[src/dmsp_pkg.sv]
// Constants and types for the dual mode serial port
// Functional notes
// RL1: Async character: 7/8 data, parity, extra bit
// RL2: Receiver checks parity, captures extra bit
// RL3: Async full duplex; clocked half or full
// RL4: One byte buffer per direction
// RL5: Received byte readable after final sample
// RL6: Status shows rx, overrun, parity, tx
// RL7: Status updates at last bit in/out
// RL8: Interrupt on tx empty or rx full
// RL9: Four SPI modes, MSB or LSB first
// RL10: Infrared pulses 3/16 or 1/8 bit
// RL11: Clocked transfer may wait for match
// RL12: Async bit rate is clock/8 or /16
// RL13: Clocked mode: one bit per clock
// RL14: Own 8-bit prescaler per port
// RL15: Bootstrap async timing from 32 kHz
// RL16: Remote drives clock for clocked bootstrap
// RL17: Break: keep assembling or inhibit, configurable
// RL18: Async or clocked, internal or external clock
// RL19: Clocked transfers started by software
// RL20: Divisor equals prescale value plus one
// RL21: Address write appends 1, long-stop 0
// RL22: Control 10/11 or address write starts; code also starts on control 01
// RL23: Overrun when unread byte is replaced
package dmsp_pkg;
	// *****************************
	// Register indices (byte = 4*idx)
	// *****************************
	localparam logic [2:0] IDX_DATA = 3'h0;
	localparam logic [2:0] IDX_ADDRBIT = 3'h1;
	localparam logic [2:0] IDX_LONGSTOP = 3'h2;
	localparam logic [2:0] IDX_STATUS = 3'h3;
	localparam logic [2:0] IDX_CONTROL = 3'h4;
	localparam logic [2:0] IDX_EXT = 3'h5;
	localparam logic [2:0] IDX_PRESCALE = 3'h6;
	localparam logic [7:0] CTRL_RESET = 8'h00;
	localparam logic [7:0] EXT_RESET = 8'h00;
	localparam logic [7:0] PRESC_RESET = 8'h00;
	// Status bit positions
	localparam int ST_RX_AVAIL = 7;
	localparam int ST_RX_EXTRA = 6;
	localparam int ST_OVERRUN = 5;
	localparam int ST_PARITY = 4;
	localparam int ST_TX_FULL = 3;
	localparam int ST_TX_BUSY = 2;
	// Control codes
	localparam logic [1:0] CMD_RX = 2'h1;
	localparam logic [1:0] CMD_TX = 2'h2;
	localparam logic [1:0] CMD_TXRX = 2'h3;
	localparam logic [1:0] MODE_ASYNC8 = 2'h0;
	localparam logic [1:0] MODE_ASYNC7 = 2'h1;
	localparam logic [1:0] MODE_CLK_INT = 2'h2;
	localparam logic [1:0] MODE_CLK_EXT = 2'h3;
	localparam logic ADDR_BIT = 1'b1;
	localparam logic LONGSTOP_BIT = 1'b0;
	// *****************************
	// Timing
	// *****************************
	localparam logic [3:0] OS16_MAX = 4'hF;
	localparam logic [3:0] OS8_MAX = 4'h7;
	localparam logic [3:0] IR16_LEN = 4'h3;
	localparam logic [3:0] IR8_LEN = 4'h1;
	localparam int CLK32_HZ = 32768;
	localparam int BOOT_BPS = 2400;
	localparam int BOOT_OS = CLK32_HZ / BOOT_BPS;
	localparam logic [3:0] BOOT_OS_MAX = 4'(BOOT_OS - 1);
	localparam logic [3:0] BITS_LAST8 = 4'h7;
	localparam logic [3:0] BITS_LAST7 = 4'h6;
	localparam logic [3:0] CK_BITS = 4'h8;
	// *****************************
	// Types
	// *****************************
	typedef struct packed {
		logic [1:0] cmd;
		logic [1:0] mode;
		logic match_sync;
		logic [1:0] rsvd;
		logic rx_extra;
	} dmsp_ctrl_t;
	typedef struct packed {
		logic par_en;
		logic par_odd;
		logic msb_first;
		logic ir_pulse_encoding;
		logic brk_inhibit;
		logic div8;
		logic cpol;
		logic cpha;
	} dmsp_ext_t;
	typedef struct packed {
		logic txd;
		logic sclk_o;
		logic sclk_oe;
	} dmsp_pins_t;
	typedef enum logic [2:0] {TX_IDLE, TX_START, TX_DATA, TX_PAR,
		TX_EXTRA, TX_STOP} dmsp_tx_t;
	typedef enum logic [2:0] {RX_IDLE, RX_START, RX_DATA, RX_PAR,
		RX_EXTRA, RX_STOP, RX_BRK} dmsp_rx_t;
	typedef enum logic [1:0] {CK_IDLE, CK_ARM, CK_RUN} dmsp_ck_t;
endpackage

[src/dmsp_port.sv]
// Dual mode serial port with APB register access
`timescale 1ns/1ps
module dmsp_port (
	input wire logic pclk,
	input wire logic presetn,
	input wire logic psel,
	input wire logic penable,
	input wire logic pwrite,
	input wire logic [7:0] paddr,
	input wire logic [31:0] pwdata,
	output logic [31:0] prdata,
	output logic pready,
	output logic pslverr,
	input wire logic rxd,
	input wire logic sclk_i,
	input wire logic match_evt,
	input wire logic boot_async,
	input wire logic clk32_tick,
	output dmsp_pkg::dmsp_pins_t pins,
	output logic irq_req
);
	// *****************************
	// Declarations
	// *****************************
	dmsp_pkg::dmsp_ctrl_t ctrl;
	dmsp_pkg::dmsp_ext_t ext;
	dmsp_pkg::dmsp_tx_t tx_st;
	dmsp_pkg::dmsp_rx_t rx_st;
	dmsp_pkg::dmsp_ck_t ck_st;
	logic [7:0] presc, pcnt;
	logic [7:0] tx_buf, tx_sh, rx_buf, rx_sh, ck_sh, next_ck_sh, rx_byte;
	logic tx_full, tx_hasx_buf, tx_xval_buf, tx_irq;
	logic rx_avail, rx_extra_bit, rx_over, rx_perr;
	logic tx_line, tx_par, tx_hasx, tx_x, rx_par, rx_x;
	logic [3:0] tx_os, rx_os, tx_cnt, rx_cnt, ck_cnt, os_max, rx_target;
	logic [3:0] bits_last, ir_len;
	logic ck_do_tx, ck_do_rx, ck_out, sclk_r, sclk_prev;
	logic [2:0] idx;
	logic mapped, wr, setup_rd, data_rd, any_tx_wr;
	logic clocked, ext_clk, n7, dtick, half_tick, ostick;
	logic a_take, ck_take, tx_take, a_done, a_perr, ck_rx_done, rx_done;
	logic rx_done_perr, rx_done_x, a_drop, ck_start, ck_go;
	logic lead, trail, sample_ev, out_ev, ck_done, txd_async;
	logic [7:0] a_byte;

	function automatic logic hit(input logic en, input logic [2:0] i,
		input logic [2:0] target);
		return en && (i == target);
	endfunction

	function automatic logic par_of(input logic [7:0] d, input logic short7,
		input logic odd);
		return (^(short7 ? {1'b0, d[6:0]} : d)) ^ odd;
	endfunction

	// *****************************
	// APB slave
	// *****************************
	assign idx = paddr[4:2];
	assign mapped = (paddr[7:5] == 3'h0) && (paddr[1:0] == 2'h0)
		&& (idx <= dmsp_pkg::IDX_PRESCALE);
	assign wr = psel && penable && pwrite && mapped;
	assign setup_rd = psel && !penable && !pwrite;
	assign data_rd = hit(psel && penable && !pwrite && mapped, idx,
		dmsp_pkg::IDX_DATA);
	assign any_tx_wr = hit(wr, idx, dmsp_pkg::IDX_DATA)
		|| hit(wr, idx, dmsp_pkg::IDX_ADDRBIT)
		|| hit(wr, idx, dmsp_pkg::IDX_LONGSTOP);
	// Zero wait states keep every access at two cycles
	assign pready = 1'b1;
	assign pslverr = psel && penable && !mapped;

	always_ff @(posedge pclk or negedge presetn)
	begin
		if (!presetn)
			prdata <= 32'h0000_0000;
		else if (setup_rd && !mapped)
			prdata <= 32'h0000_0000;
		else if (setup_rd)
		begin
			prdata <= 32'h0000_0000;
			unique case (idx)
				dmsp_pkg::IDX_DATA: prdata[7:0] <= rx_buf;
				dmsp_pkg::IDX_STATUS:
				begin
					prdata[dmsp_pkg::ST_RX_AVAIL] <= rx_avail; // RL6
					prdata[dmsp_pkg::ST_RX_EXTRA] <= rx_extra_bit;
					prdata[dmsp_pkg::ST_OVERRUN] <= rx_over;
					prdata[dmsp_pkg::ST_PARITY] <= rx_perr;
					prdata[dmsp_pkg::ST_TX_FULL] <= tx_full;
					prdata[dmsp_pkg::ST_TX_BUSY] <= (tx_st != dmsp_pkg::TX_IDLE)
						|| (ck_st == dmsp_pkg::CK_RUN && ck_do_tx);
				end
				dmsp_pkg::IDX_CONTROL: prdata[5:0] <= ctrl[5:0];
				dmsp_pkg::IDX_EXT: prdata[7:0] <= ext;
				dmsp_pkg::IDX_PRESCALE: prdata[7:0] <= presc;
				default: prdata <= 32'h0000_0000;
			endcase
		end
	end

	// *****************************
	// Configuration registers
	// *****************************
	always_ff @(posedge pclk or negedge presetn)
	begin
		if (!presetn)
		begin
			ctrl <= dmsp_pkg::CTRL_RESET;
			ext <= dmsp_pkg::EXT_RESET;
			presc <= dmsp_pkg::PRESC_RESET;
		end
		else
		begin
			// Command field acts on write only, never stored
			if (hit(wr, idx, dmsp_pkg::IDX_CONTROL))
				ctrl <= {2'b00, pwdata[5:0]}; // RL18
			if (hit(wr, idx, dmsp_pkg::IDX_EXT))
				ext <= pwdata[7:0];
			if (hit(wr, idx, dmsp_pkg::IDX_PRESCALE))
				presc <= pwdata[7:0];
		end
	end

	// Bootstrap forces 8-bit asynchronous operation
	assign clocked = !boot_async && ctrl.mode[1]; // RL18
	assign ext_clk = ctrl.mode == dmsp_pkg::MODE_CLK_EXT;
	assign n7 = !boot_async && (ctrl.mode == dmsp_pkg::MODE_ASYNC7); // RL1
	assign bits_last = n7 ? dmsp_pkg::BITS_LAST7 : dmsp_pkg::BITS_LAST8;

	// *****************************
	// Data clock prescaler
	// *****************************
	always_ff @(posedge pclk or negedge presetn)
	begin
		if (!presetn)
			pcnt <= 8'h00;
		else if (dtick)
			pcnt <= 8'h00;
		else
			pcnt <= pcnt + 8'h01;
	end
	assign dtick = pcnt == presc; // RL14 RL20
	assign half_tick = pcnt == {1'b0, presc[7:1]};
	assign ostick = boot_async ? clk32_tick : dtick; // RL15
	assign os_max = boot_async ? dmsp_pkg::BOOT_OS_MAX
		: ext.div8 ? dmsp_pkg::OS8_MAX : dmsp_pkg::OS16_MAX; // RL12
	assign ir_len = ext.div8 ? dmsp_pkg::IR8_LEN : dmsp_pkg::IR16_LEN;

	// *****************************
	// Transmit buffer and flags
	// *****************************
	// Start on a tick so the start bit and its pulse are full width
	assign a_take = !clocked && tx_st == dmsp_pkg::TX_IDLE && tx_full
		&& ostick;
	assign tx_take = a_take || ck_take;

	always_ff @(posedge pclk or negedge presetn)
	begin
		if (!presetn)
		begin
			tx_buf <= 8'h00;
			tx_full <= 1'b0;
			tx_hasx_buf <= 1'b0;
			tx_xval_buf <= 1'b0;
			tx_irq <= 1'b0;
		end
		else
		begin
			if (any_tx_wr) // RL4
			begin
				tx_buf <= pwdata[7:0];
				tx_hasx_buf <= !hit(wr, idx, dmsp_pkg::IDX_DATA);
				tx_xval_buf <= hit(wr, idx, dmsp_pkg::IDX_ADDRBIT)
					? dmsp_pkg::ADDR_BIT : dmsp_pkg::LONGSTOP_BIT; // RL21
			end
			if (any_tx_wr)
				tx_full <= 1'b1;
			else if (tx_take)
				tx_full <= 1'b0;
			// Emptying wins over the clearing write
			if (tx_take)
				tx_irq <= 1'b1; // RL8
			else if (any_tx_wr)
				tx_irq <= 1'b0;
		end
	end

	// *****************************
	// Receive buffer and flags
	// *****************************
	assign rx_done = a_done || ck_rx_done;
	assign rx_done_perr = a_done && a_perr;
	assign rx_done_x = a_done && rx_x;

	always_ff @(posedge pclk or negedge presetn)
	begin
		if (!presetn)
		begin
			rx_buf <= 8'h00;
			rx_avail <= 1'b0;
			rx_over <= 1'b0;
			rx_perr <= 1'b0;
			rx_extra_bit <= 1'b0;
		end
		else if (rx_done) // RL5 RL7
		begin
			rx_buf <= rx_byte;
			rx_avail <= 1'b1;
			rx_over <= rx_over || (rx_avail && !data_rd); // RL23
			rx_perr <= rx_done_perr; // RL2
			rx_extra_bit <= rx_done_x;
		end
		else if (data_rd)
		begin
			rx_avail <= 1'b0;
			rx_over <= 1'b0;
			rx_perr <= 1'b0;
		end
	end
	assign rx_byte = a_done ? a_byte : (ck_do_tx || ck_do_rx) ? next_ck_sh
		: ck_sh;
	assign irq_req = rx_avail || tx_irq; // RL8

	// *****************************
	// Asynchronous transmitter
	// *****************************
	always_ff @(posedge pclk or negedge presetn)
	begin
		if (!presetn)
		begin
			tx_st <= dmsp_pkg::TX_IDLE;
			tx_os <= 4'h0;
			tx_cnt <= 4'h0;
			tx_sh <= 8'h00;
			tx_line <= 1'b1;
			tx_par <= 1'b0;
			tx_hasx <= 1'b0;
			tx_x <= 1'b0;
		end
		else if (clocked)
		begin
			tx_st <= dmsp_pkg::TX_IDLE;
			tx_line <= 1'b1;
		end
		else if (tx_st == dmsp_pkg::TX_IDLE)
		begin
			if (tx_full && ostick) // RL3
			begin
				tx_st <= dmsp_pkg::TX_START;
				tx_sh <= tx_buf;
				tx_hasx <= tx_hasx_buf;
				tx_x <= tx_xval_buf;
				tx_par <= par_of(tx_buf, n7, ext.par_odd);
				tx_line <= 1'b0;
				tx_os <= 4'h0;
				tx_cnt <= 4'h0;
			end
		end
		else if (ostick && tx_os != os_max)
			tx_os <= tx_os + 4'h1;
		else if (ostick)
		begin
			tx_os <= 4'h0;
			unique case (tx_st)
				dmsp_pkg::TX_START:
				begin
					tx_st <= dmsp_pkg::TX_DATA;
					tx_line <= tx_sh[0];
				end
				dmsp_pkg::TX_DATA:
				begin
					tx_sh <= {1'b0, tx_sh[7:1]};
					tx_cnt <= tx_cnt + 4'h1;
					if (tx_cnt != bits_last)
						tx_line <= tx_sh[1];
					else if (ext.par_en) // RL1
					begin
						tx_st <= dmsp_pkg::TX_PAR;
						tx_line <= tx_par;
					end
					else if (tx_hasx)
					begin
						tx_st <= dmsp_pkg::TX_EXTRA;
						tx_line <= tx_x;
					end
					else
					begin
						tx_st <= dmsp_pkg::TX_STOP;
						tx_line <= 1'b1;
					end
				end
				dmsp_pkg::TX_PAR:
				begin
					tx_st <= tx_hasx ? dmsp_pkg::TX_EXTRA : dmsp_pkg::TX_STOP;
					tx_line <= tx_hasx ? tx_x : 1'b1;
				end
				dmsp_pkg::TX_EXTRA:
				begin
					tx_st <= dmsp_pkg::TX_STOP;
					tx_line <= 1'b1;
				end
				default:
				begin
					tx_st <= dmsp_pkg::TX_IDLE; // RL7
					tx_line <= 1'b1;
				end
			endcase
		end
	end

	// Infrared: a zero bit is a short high pulse, idle stays low
	assign txd_async = ext.ir_pulse_encoding
		? (tx_st != dmsp_pkg::TX_IDLE && !tx_line && tx_os < ir_len)
		: tx_line; // RL10

	// *****************************
	// Asynchronous receiver
	// *****************************
	assign rx_target = rx_st == dmsp_pkg::RX_START
		? {1'b0, os_max[3:1]} : os_max;
	assign a_byte = n7 ? {1'b0, rx_sh[7:1]} : rx_sh;
	assign a_perr = ext.par_en
		&& (par_of(a_byte, n7, ext.par_odd) != rx_par); // RL2
	// Break: all-zero character with a zero stop bit
	assign a_drop = !rxd && a_byte == 8'h00 && ext.brk_inhibit; // RL17
	assign a_done = !clocked && rx_st == dmsp_pkg::RX_STOP && ostick
		&& rx_os == rx_target && !a_drop;

	always_ff @(posedge pclk or negedge presetn)
	begin
		if (!presetn)
		begin
			rx_st <= dmsp_pkg::RX_IDLE;
			rx_os <= 4'h0;
			rx_cnt <= 4'h0;
			rx_sh <= 8'h00;
			rx_par <= 1'b0;
			rx_x <= 1'b0;
		end
		else if (clocked)
			rx_st <= dmsp_pkg::RX_IDLE;
		else if (rx_st == dmsp_pkg::RX_IDLE)
		begin
			if (!rxd)
			begin
				rx_st <= dmsp_pkg::RX_START;
				rx_os <= 4'h0;
				rx_x <= 1'b0;
			end
		end
		else if (rx_st == dmsp_pkg::RX_BRK)
		begin
			if (rxd)
				rx_st <= dmsp_pkg::RX_IDLE;
		end
		else if (ostick && rx_os != rx_target)
			rx_os <= rx_os + 4'h1;
		else if (ostick)
		begin
			rx_os <= 4'h0;
			unique case (rx_st)
				dmsp_pkg::RX_START:
				begin
					rx_st <= rxd ? dmsp_pkg::RX_IDLE : dmsp_pkg::RX_DATA;
					rx_cnt <= 4'h0;
				end
				dmsp_pkg::RX_DATA:
				begin
					rx_sh <= {rxd, rx_sh[7:1]};
					rx_cnt <= rx_cnt + 4'h1;
					if (rx_cnt == bits_last)
						rx_st <= ext.par_en ? dmsp_pkg::RX_PAR
							: ctrl.rx_extra ? dmsp_pkg::RX_EXTRA
							: dmsp_pkg::RX_STOP;
				end
				dmsp_pkg::RX_PAR:
				begin
					rx_par <= rxd;
					rx_st <= ctrl.rx_extra ? dmsp_pkg::RX_EXTRA
						: dmsp_pkg::RX_STOP;
				end
				dmsp_pkg::RX_EXTRA:
				begin
					rx_x <= rxd; // RL2
					rx_st <= dmsp_pkg::RX_STOP;
				end
				// Without inhibit a held-low line restarts at once
				default: rx_st <= a_drop ? dmsp_pkg::RX_BRK
					: dmsp_pkg::RX_IDLE; // RL17
			endcase
		end
	end

	// *****************************
	// Clocked engine
	// *****************************
	assign ck_start = clocked && (hit(wr, idx, dmsp_pkg::IDX_ADDRBIT)
		|| (hit(wr, idx, dmsp_pkg::IDX_CONTROL) && pwdata[7:6] != 2'h0));
	assign ck_go = (!ctrl.match_sync || match_evt) // RL11
		&& (!ck_do_tx || tx_full);
	assign ck_take = ck_st == dmsp_pkg::CK_ARM && ck_go && ck_do_tx;
	always_comb
	begin
		lead = 1'b0;
		trail = 1'b0;
		if (ck_st == dmsp_pkg::CK_RUN)
		begin
			if (ext_clk) // RL16
			begin
				lead = sclk_i != sclk_prev && sclk_i != ext.cpol;
				trail = sclk_i != sclk_prev && sclk_i == ext.cpol;
			end
			else // RL13
			begin
				lead = (dtick || half_tick) && sclk_r == ext.cpol;
				trail = (dtick || half_tick) && sclk_r != ext.cpol;
			end
		end
	end
	assign sample_ev = ext.cpha ? trail : lead; // RL9
	assign out_ev = ext.cpha ? lead : trail;
	assign next_ck_sh = !sample_ev ? ck_sh : ext.msb_first
		? {ck_sh[6:0], rxd} : {rxd, ck_sh[7:1]};
	assign ck_done = trail
		&& (ck_cnt + {3'h0, sample_ev}) == dmsp_pkg::CK_BITS;
	assign ck_rx_done = ck_done && ck_do_rx;

	always_ff @(posedge pclk or negedge presetn)
	begin
		if (!presetn)
			sclk_prev <= 1'b0;
		else
			sclk_prev <= sclk_i;
	end

	always_ff @(posedge pclk or negedge presetn)
	begin
		if (!presetn)
		begin
			ck_st <= dmsp_pkg::CK_IDLE;
			ck_do_tx <= 1'b0;
			ck_do_rx <= 1'b0;
			ck_sh <= 8'h00;
			ck_cnt <= 4'h0;
			ck_out <= 1'b1;
			sclk_r <= 1'b0;
		end
		else if (!clocked)
		begin
			ck_st <= dmsp_pkg::CK_IDLE;
			sclk_r <= ext.cpol;
		end
		else
		begin
			unique case (ck_st)
				dmsp_pkg::CK_IDLE:
				begin
					sclk_r <= ext.cpol;
					if (ck_start) // RL19 RL22
					begin
						ck_st <= dmsp_pkg::CK_ARM;
						ck_do_tx <= hit(wr, idx, dmsp_pkg::IDX_ADDRBIT)
							|| pwdata[7];
						ck_do_rx <= !hit(wr, idx, dmsp_pkg::IDX_ADDRBIT)
							&& pwdata[6]; // RL3
					end
				end
				dmsp_pkg::CK_ARM:
				begin
					if (ck_go)
					begin
						ck_st <= dmsp_pkg::CK_RUN;
						ck_cnt <= 4'h0;
						ck_sh <= ck_do_tx ? tx_buf : 8'hFF;
						ck_out <= !ck_do_tx || (ext.msb_first ? tx_buf[7]
							: tx_buf[0]);
					end
				end
				default:
				begin
					if (lead || trail)
						sclk_r <= lead ? !ext.cpol : ext.cpol;
					ck_sh <= next_ck_sh;
					if (sample_ev)
						ck_cnt <= ck_cnt + 4'h1;
					if (out_ev)
						ck_out <= ext.msb_first ? next_ck_sh[7] : next_ck_sh[0];
					if (ck_done)
						ck_st <= dmsp_pkg::CK_IDLE;
				end
			endcase
		end
	end

	// *****************************
	// Pin outputs
	// *****************************
	always_ff @(posedge pclk or negedge presetn)
	begin
		if (!presetn)
			pins <= 3'b100;
		else
		begin
			pins.txd <= clocked ? ck_out : txd_async;
			pins.sclk_o <= sclk_r;
			pins.sclk_oe <= clocked && !ext_clk; // RL18
		end
	end
endmodule

[config.mk]
export PLATFORM = sky130hd
export DESIGN_NAME = dmsp_port
export DESIGN_NICKNAME = d
export VERILOG_FILES = /design/src/dmsp_pkg.sv /design/src/dmsp_port.sv
export SDC_FILE = /design/constraint.sdc
export NUM_CORES = 1
export LEC_CHECK = 0
export ABC_AREA = 1
export BUFFER_PORTS_ARGS = -buffer_cell sky130_fd_sc_hd__buf_2
export CORE_MARGIN = 10
export CORE_UTILIZATION = 45
export DETAILED_ROUTE_END_ITERATION = 8
export PLACE_DENSITY = 0.67
export SLEW_MARGIN = 40
export SYNTH_ARGS = -nofsm -noshare
export SYNTH_HDL_FRONTEND = slang
export SYNTH_SLANG_ARGS = --single-unit
[constraint.sdc]
create_clock -name pclk -period 2.9 [get_ports pclk]
set_clock_uncertainty 0.15 [all_clocks]
set_input_delay 0.435 -clock pclk [delete_from_list [all_inputs] [get_ports pclk]]
set_output_delay 0.435 -clock pclk [all_outputs]
set_load 0.1 [all_outputs]
==> metrics.md <==
| Metric | Value |
|---|---|
| Top cells by area, synth | `dfrtp_1 (42%), nand2_1 (12%), o21ai_0 (7.7%)` |
| Mapped cell area | `7520 um^2` |
| Routed wl met2 | `9700 um` |
| EDFF count, synth | `0` |
| TritonCTS Buffers | `17` |
| Die Y | `149 um` |
| Stages on the worst setup path | `23` |
| DRC Markers | `0` |
| Initial core utilization | `45.7%` |
| Setup violators final | `12` |
| Diodes inserted | `0` |
| Clk_lat worst skew | `420 ps` |
| Vias per Instance | `5.13` |
| PnR worst setup slack | `-222 ps` |
| Synth unique cells | `52` |
| RSZ-0062 raised after global routing | `true` |
| GR Overflow Total | `0` |
| Bufs and invs on worst path | `4` |
| Minimum clock period | `3120 ps` |
| Routed len/inst | `15.3 um` |
| Via Count | `6950` |
| Dpl hpwl | `15400 um` |
| # rows | `47` |
| Final Power | `7.13 mW` |
| Initial antenna violation count | `0` |
| Clk pin slew, worst setup/hold paths | `60 ps` |
| R2r endpoint | `rx_buf[6]` |
| Pin count of the biggest net entering global routing | `56` |
| Tightest Hold Check Type | `input port to register` |
| Max transition margin | `47.2%` |
| Reg-to-reg startpoint | `pcnt[0]` |
| Slowest stage delay, CP | `430 ps` |
| Root buffer cell | `clkbuf_16` |
| Worst R2R Path Depth | `23` |
| Worst EP required | `3110 ps` |
| Crit-path cells | `inv_2 > nand2_1 > nand2_1 > inv_1 > nand2_1 > nor2_1 > nand2_1 > nand2_1 > nand2_1 > nand2_2 > nand3_2 > nand2_2 > ha_4 > ha_4 > xor2_1 > nor4_2 > buf_4 > nand4_1 > nand2_2 > clkinvlp_4 > nor2_2 > nand2_1 > nand2_1` |
| Commonest non-fill, non-tap cell in the layout | `nand2_1` |
| Met3 routed WL | `1370 um` |
| DRT met1 WL | `9140 um` |
| Final std cells w/o fill | `1355` |
| Family with the most delay on the worst path | `simple AND/OR/NAND/NOR gates` |
| FF+latch count, synth | `128` |
| Worst R2R Setup Slack | `-220 ps` |
| Fmax | `320 MHz` |
| Vias in the first global route | `6771` |
| Antenna viol nets, final | `0` |
| Max Used Layer | `met4` |
| # fillers | `1528` |
| Share of cells above drive strength 1 | `19.7%` |
| Worst setup path endpoint | `rx_buf[6]` |
| CTS Buffer Depth | `2` |
| Die area | `22300 um^2` |
| I/O pins | `88` |
| Final Hold Fails | `0` |
| Initial DRC count | `665` |
| Mapped Cells | `1001` |
| Most area-hungry cell type in the Yosys netlist | `dfrtp_1` |
| Routed WL | `20700 um` |
| Most frequent cells in the layout | `nand2_1 (233), inv_1 (124), dfrtp_1 (123), o21ai_0 (112), buf_4 (84)` |
| H-Tree Depth | `4` |
| Top-area cell type share of the netlist area | `41.6%` |
| Crit path max-delay cell type | `dfrtp_1` |
| Pwr Density | `767 nW/um^2` |
| Reported max-cap violation count | `0` |
| Final Max Tran Viols | `0` |
| Worst path arrival time | `3330 ps` |
| Layout net count | `1186` |
| Synth warnings | `0` |
| Ys flop type | `dfrtp_1` |
| Status | `finished, violations left` |
| CP most frequent cell | `nand2_1` |
| GRT Total Usage | `18.9%` |
| GPL Wtd Cong | `0.886` |
| Asr flop ratio synth | `100%` |
| CP Launch Point | `pcnt[0]` |
| Die width | `149 um` |
| Placed cell count | `1305` |
| Port bufs | `38` |
| CTS tree | `yes` |
| Core area | `16500 um^2` |
| Syn avg cell area | `7.51 um^2` |
| Crit path kind | `register to register` |
| Area growth from synthesis to layout | `23.5%` |
| Static leakage | `4.70 nW` |
| CP endpoint kind | `register` |
| Crit path launch type | `register` |
| CTS sink cnt | `128` |
| Worst VDD drop | `0.534 mV` |
| Drt pass-1 iters | `5` |
| Critical Path Fanout Max | `6` |
| Worst Max-Slew Pin Slew | `789 ps` |
| First-pass GRT wire length | `33800 um` |
| Sequential fraction of the synthesis area | `42.7%` |
| Final worst-path cycle share | `108%` |
| Violated checks | `setup timing` |
flip-flops by register name (all words and copies together), names as in the netlist, 6 cells and up:
| name | count |
|---|---|
| rx_sh | 8 |
| ck_sh | 8 |
| rx_buf | 8 |
| presc | 8 |
| tx_sh | 8 |
| ext | 8 |
| tx_buf | 8 |
| prdata | 8 |
| ctrl | 6 |
| pcnt | 8 |
timing repair:
| action | 4_1_cts | 5_1_grt |
|---|---|---|
| setup endpoints to repair | 12 | 20 |
| hold buffers | 1 | 0 |
| hold endpoints to repair | 51 | 0 |
| gates cloned | 1 | 0 |
| buffers inserted | 14 | 5 |
| pin swaps | 16 | 12 |
| gates resized for setup | 19 | 28 |
worst min path at each step:
stage             from  cells after the start  slack [ps]        end
2_1_floorplan  presetn                      0         -10  ck_cnt[0]
3_3_place_gp   presetn                      1         290   rx_sh[3]
3_5_place_dp   presetn                      1         290   rx_sh[2]
4_1_cts         sclk_i                      1           3  sclk_prev
5_1_grt         sclk_i                      1           8  sclk_prev
6_report        sclk_i                      1          20  sclk_prev
report_power, final:
part	total, mW	switching (mW)	internal, mW	leakage, nW
clock network	2.21	0.814	1.40	0.288
registers	2.37	0.268	2.10	1.64
logic	2.54	1.64	0.908	2.77
synth_stat cells (3+ instances only):
| cell type | number |
|---|---|
| o21ai_1 | 5 |
| clkbuf_1 | 15 |
| or2_2 | 5 |
| a221oi_1 | 7 |
| nor3_1 | 16 |
| nand2_1 | 239 |
| o21ai_0 | 116 |
| nand3_1 | 48 |
| nand2_2 | 4 |
| xnor2_1 | 18 |
| o22ai_1 | 8 |
| nor4_1 | 3 |
| o31ai_1 | 4 |
| nand4_1 | 15 |
| o211ai_1 | 5 |
| a21boi_0 | 8 |
| ha_1 | 12 |
| dfrtp_1 | 125 |
| inv_1 | 128 |
| nor2_1 | 88 |
| a21o_1 | 4 |
| dfstp_2 | 3 |
| a31oi_1 | 8 |
| buf_2 | 5 |
| inv_2 | 4 |
| buf_4 | 26 |
| a21oi_1 | 36 |
| xor2_1 | 16 |
stage by stage:
stage	util, %	setup slack (ps)	instance area (um^2)	hold WS, ps	TNS (ps)
6_report	56.4	-222	9290	17.3	-2090
5_1_grt	56.4	-458	9290	8.44	-5240
4_1_cts	55.6	-153	9150	3.19	-1210
3_5_place_dp	50.8	-171	8360	287	-1430
3_3_place_gp	50.8	-131	8360	289	-988
2_1_floorplan	-	16.6	7630	-10.6	0
area by class of cell:
class,count,area [um^2],area share [%]
Timing Repair inverter,1,7.51,0.0808
Clock buffer,19,453,4.88
Timing Repair Buffer,127,900,9.69
Tap cell,220,275,2.96
Inverter,135,512,5.51
Sequential cell,128,3210,34.6
Multi-Input combinational cell,713,3770,40.6
Clock inverter,12,160,1.72
per-layer routing:
layer	global-route usage, %	vias up
li1	-	3449
met1	24.6	3269
met2	30.3	199
met3	4.52	33
met4	6.38	0
met5	0	-
kinds of logic (layout without fill, tap and decap cells):
group | Yosys count | count (layout) | share of synthesized area (%)
muxes | 3 | 3 | 0.433
DFF | 128 | 128 | 42.7
and+or+nand+nor | 429 | 429 | 24.2
AOI/OAI and AO/OA | 209 | 209 | 15.7
adders and majority gates | 13 | 13 | 2.26
xor gates and xnor gates | 34 | 34 | 3.96
other | 2 | 25 | 0.0999
buffers and inverters | 183 | 294 | 10.7
No activity file was read; power rests on OpenSTA's default activity.
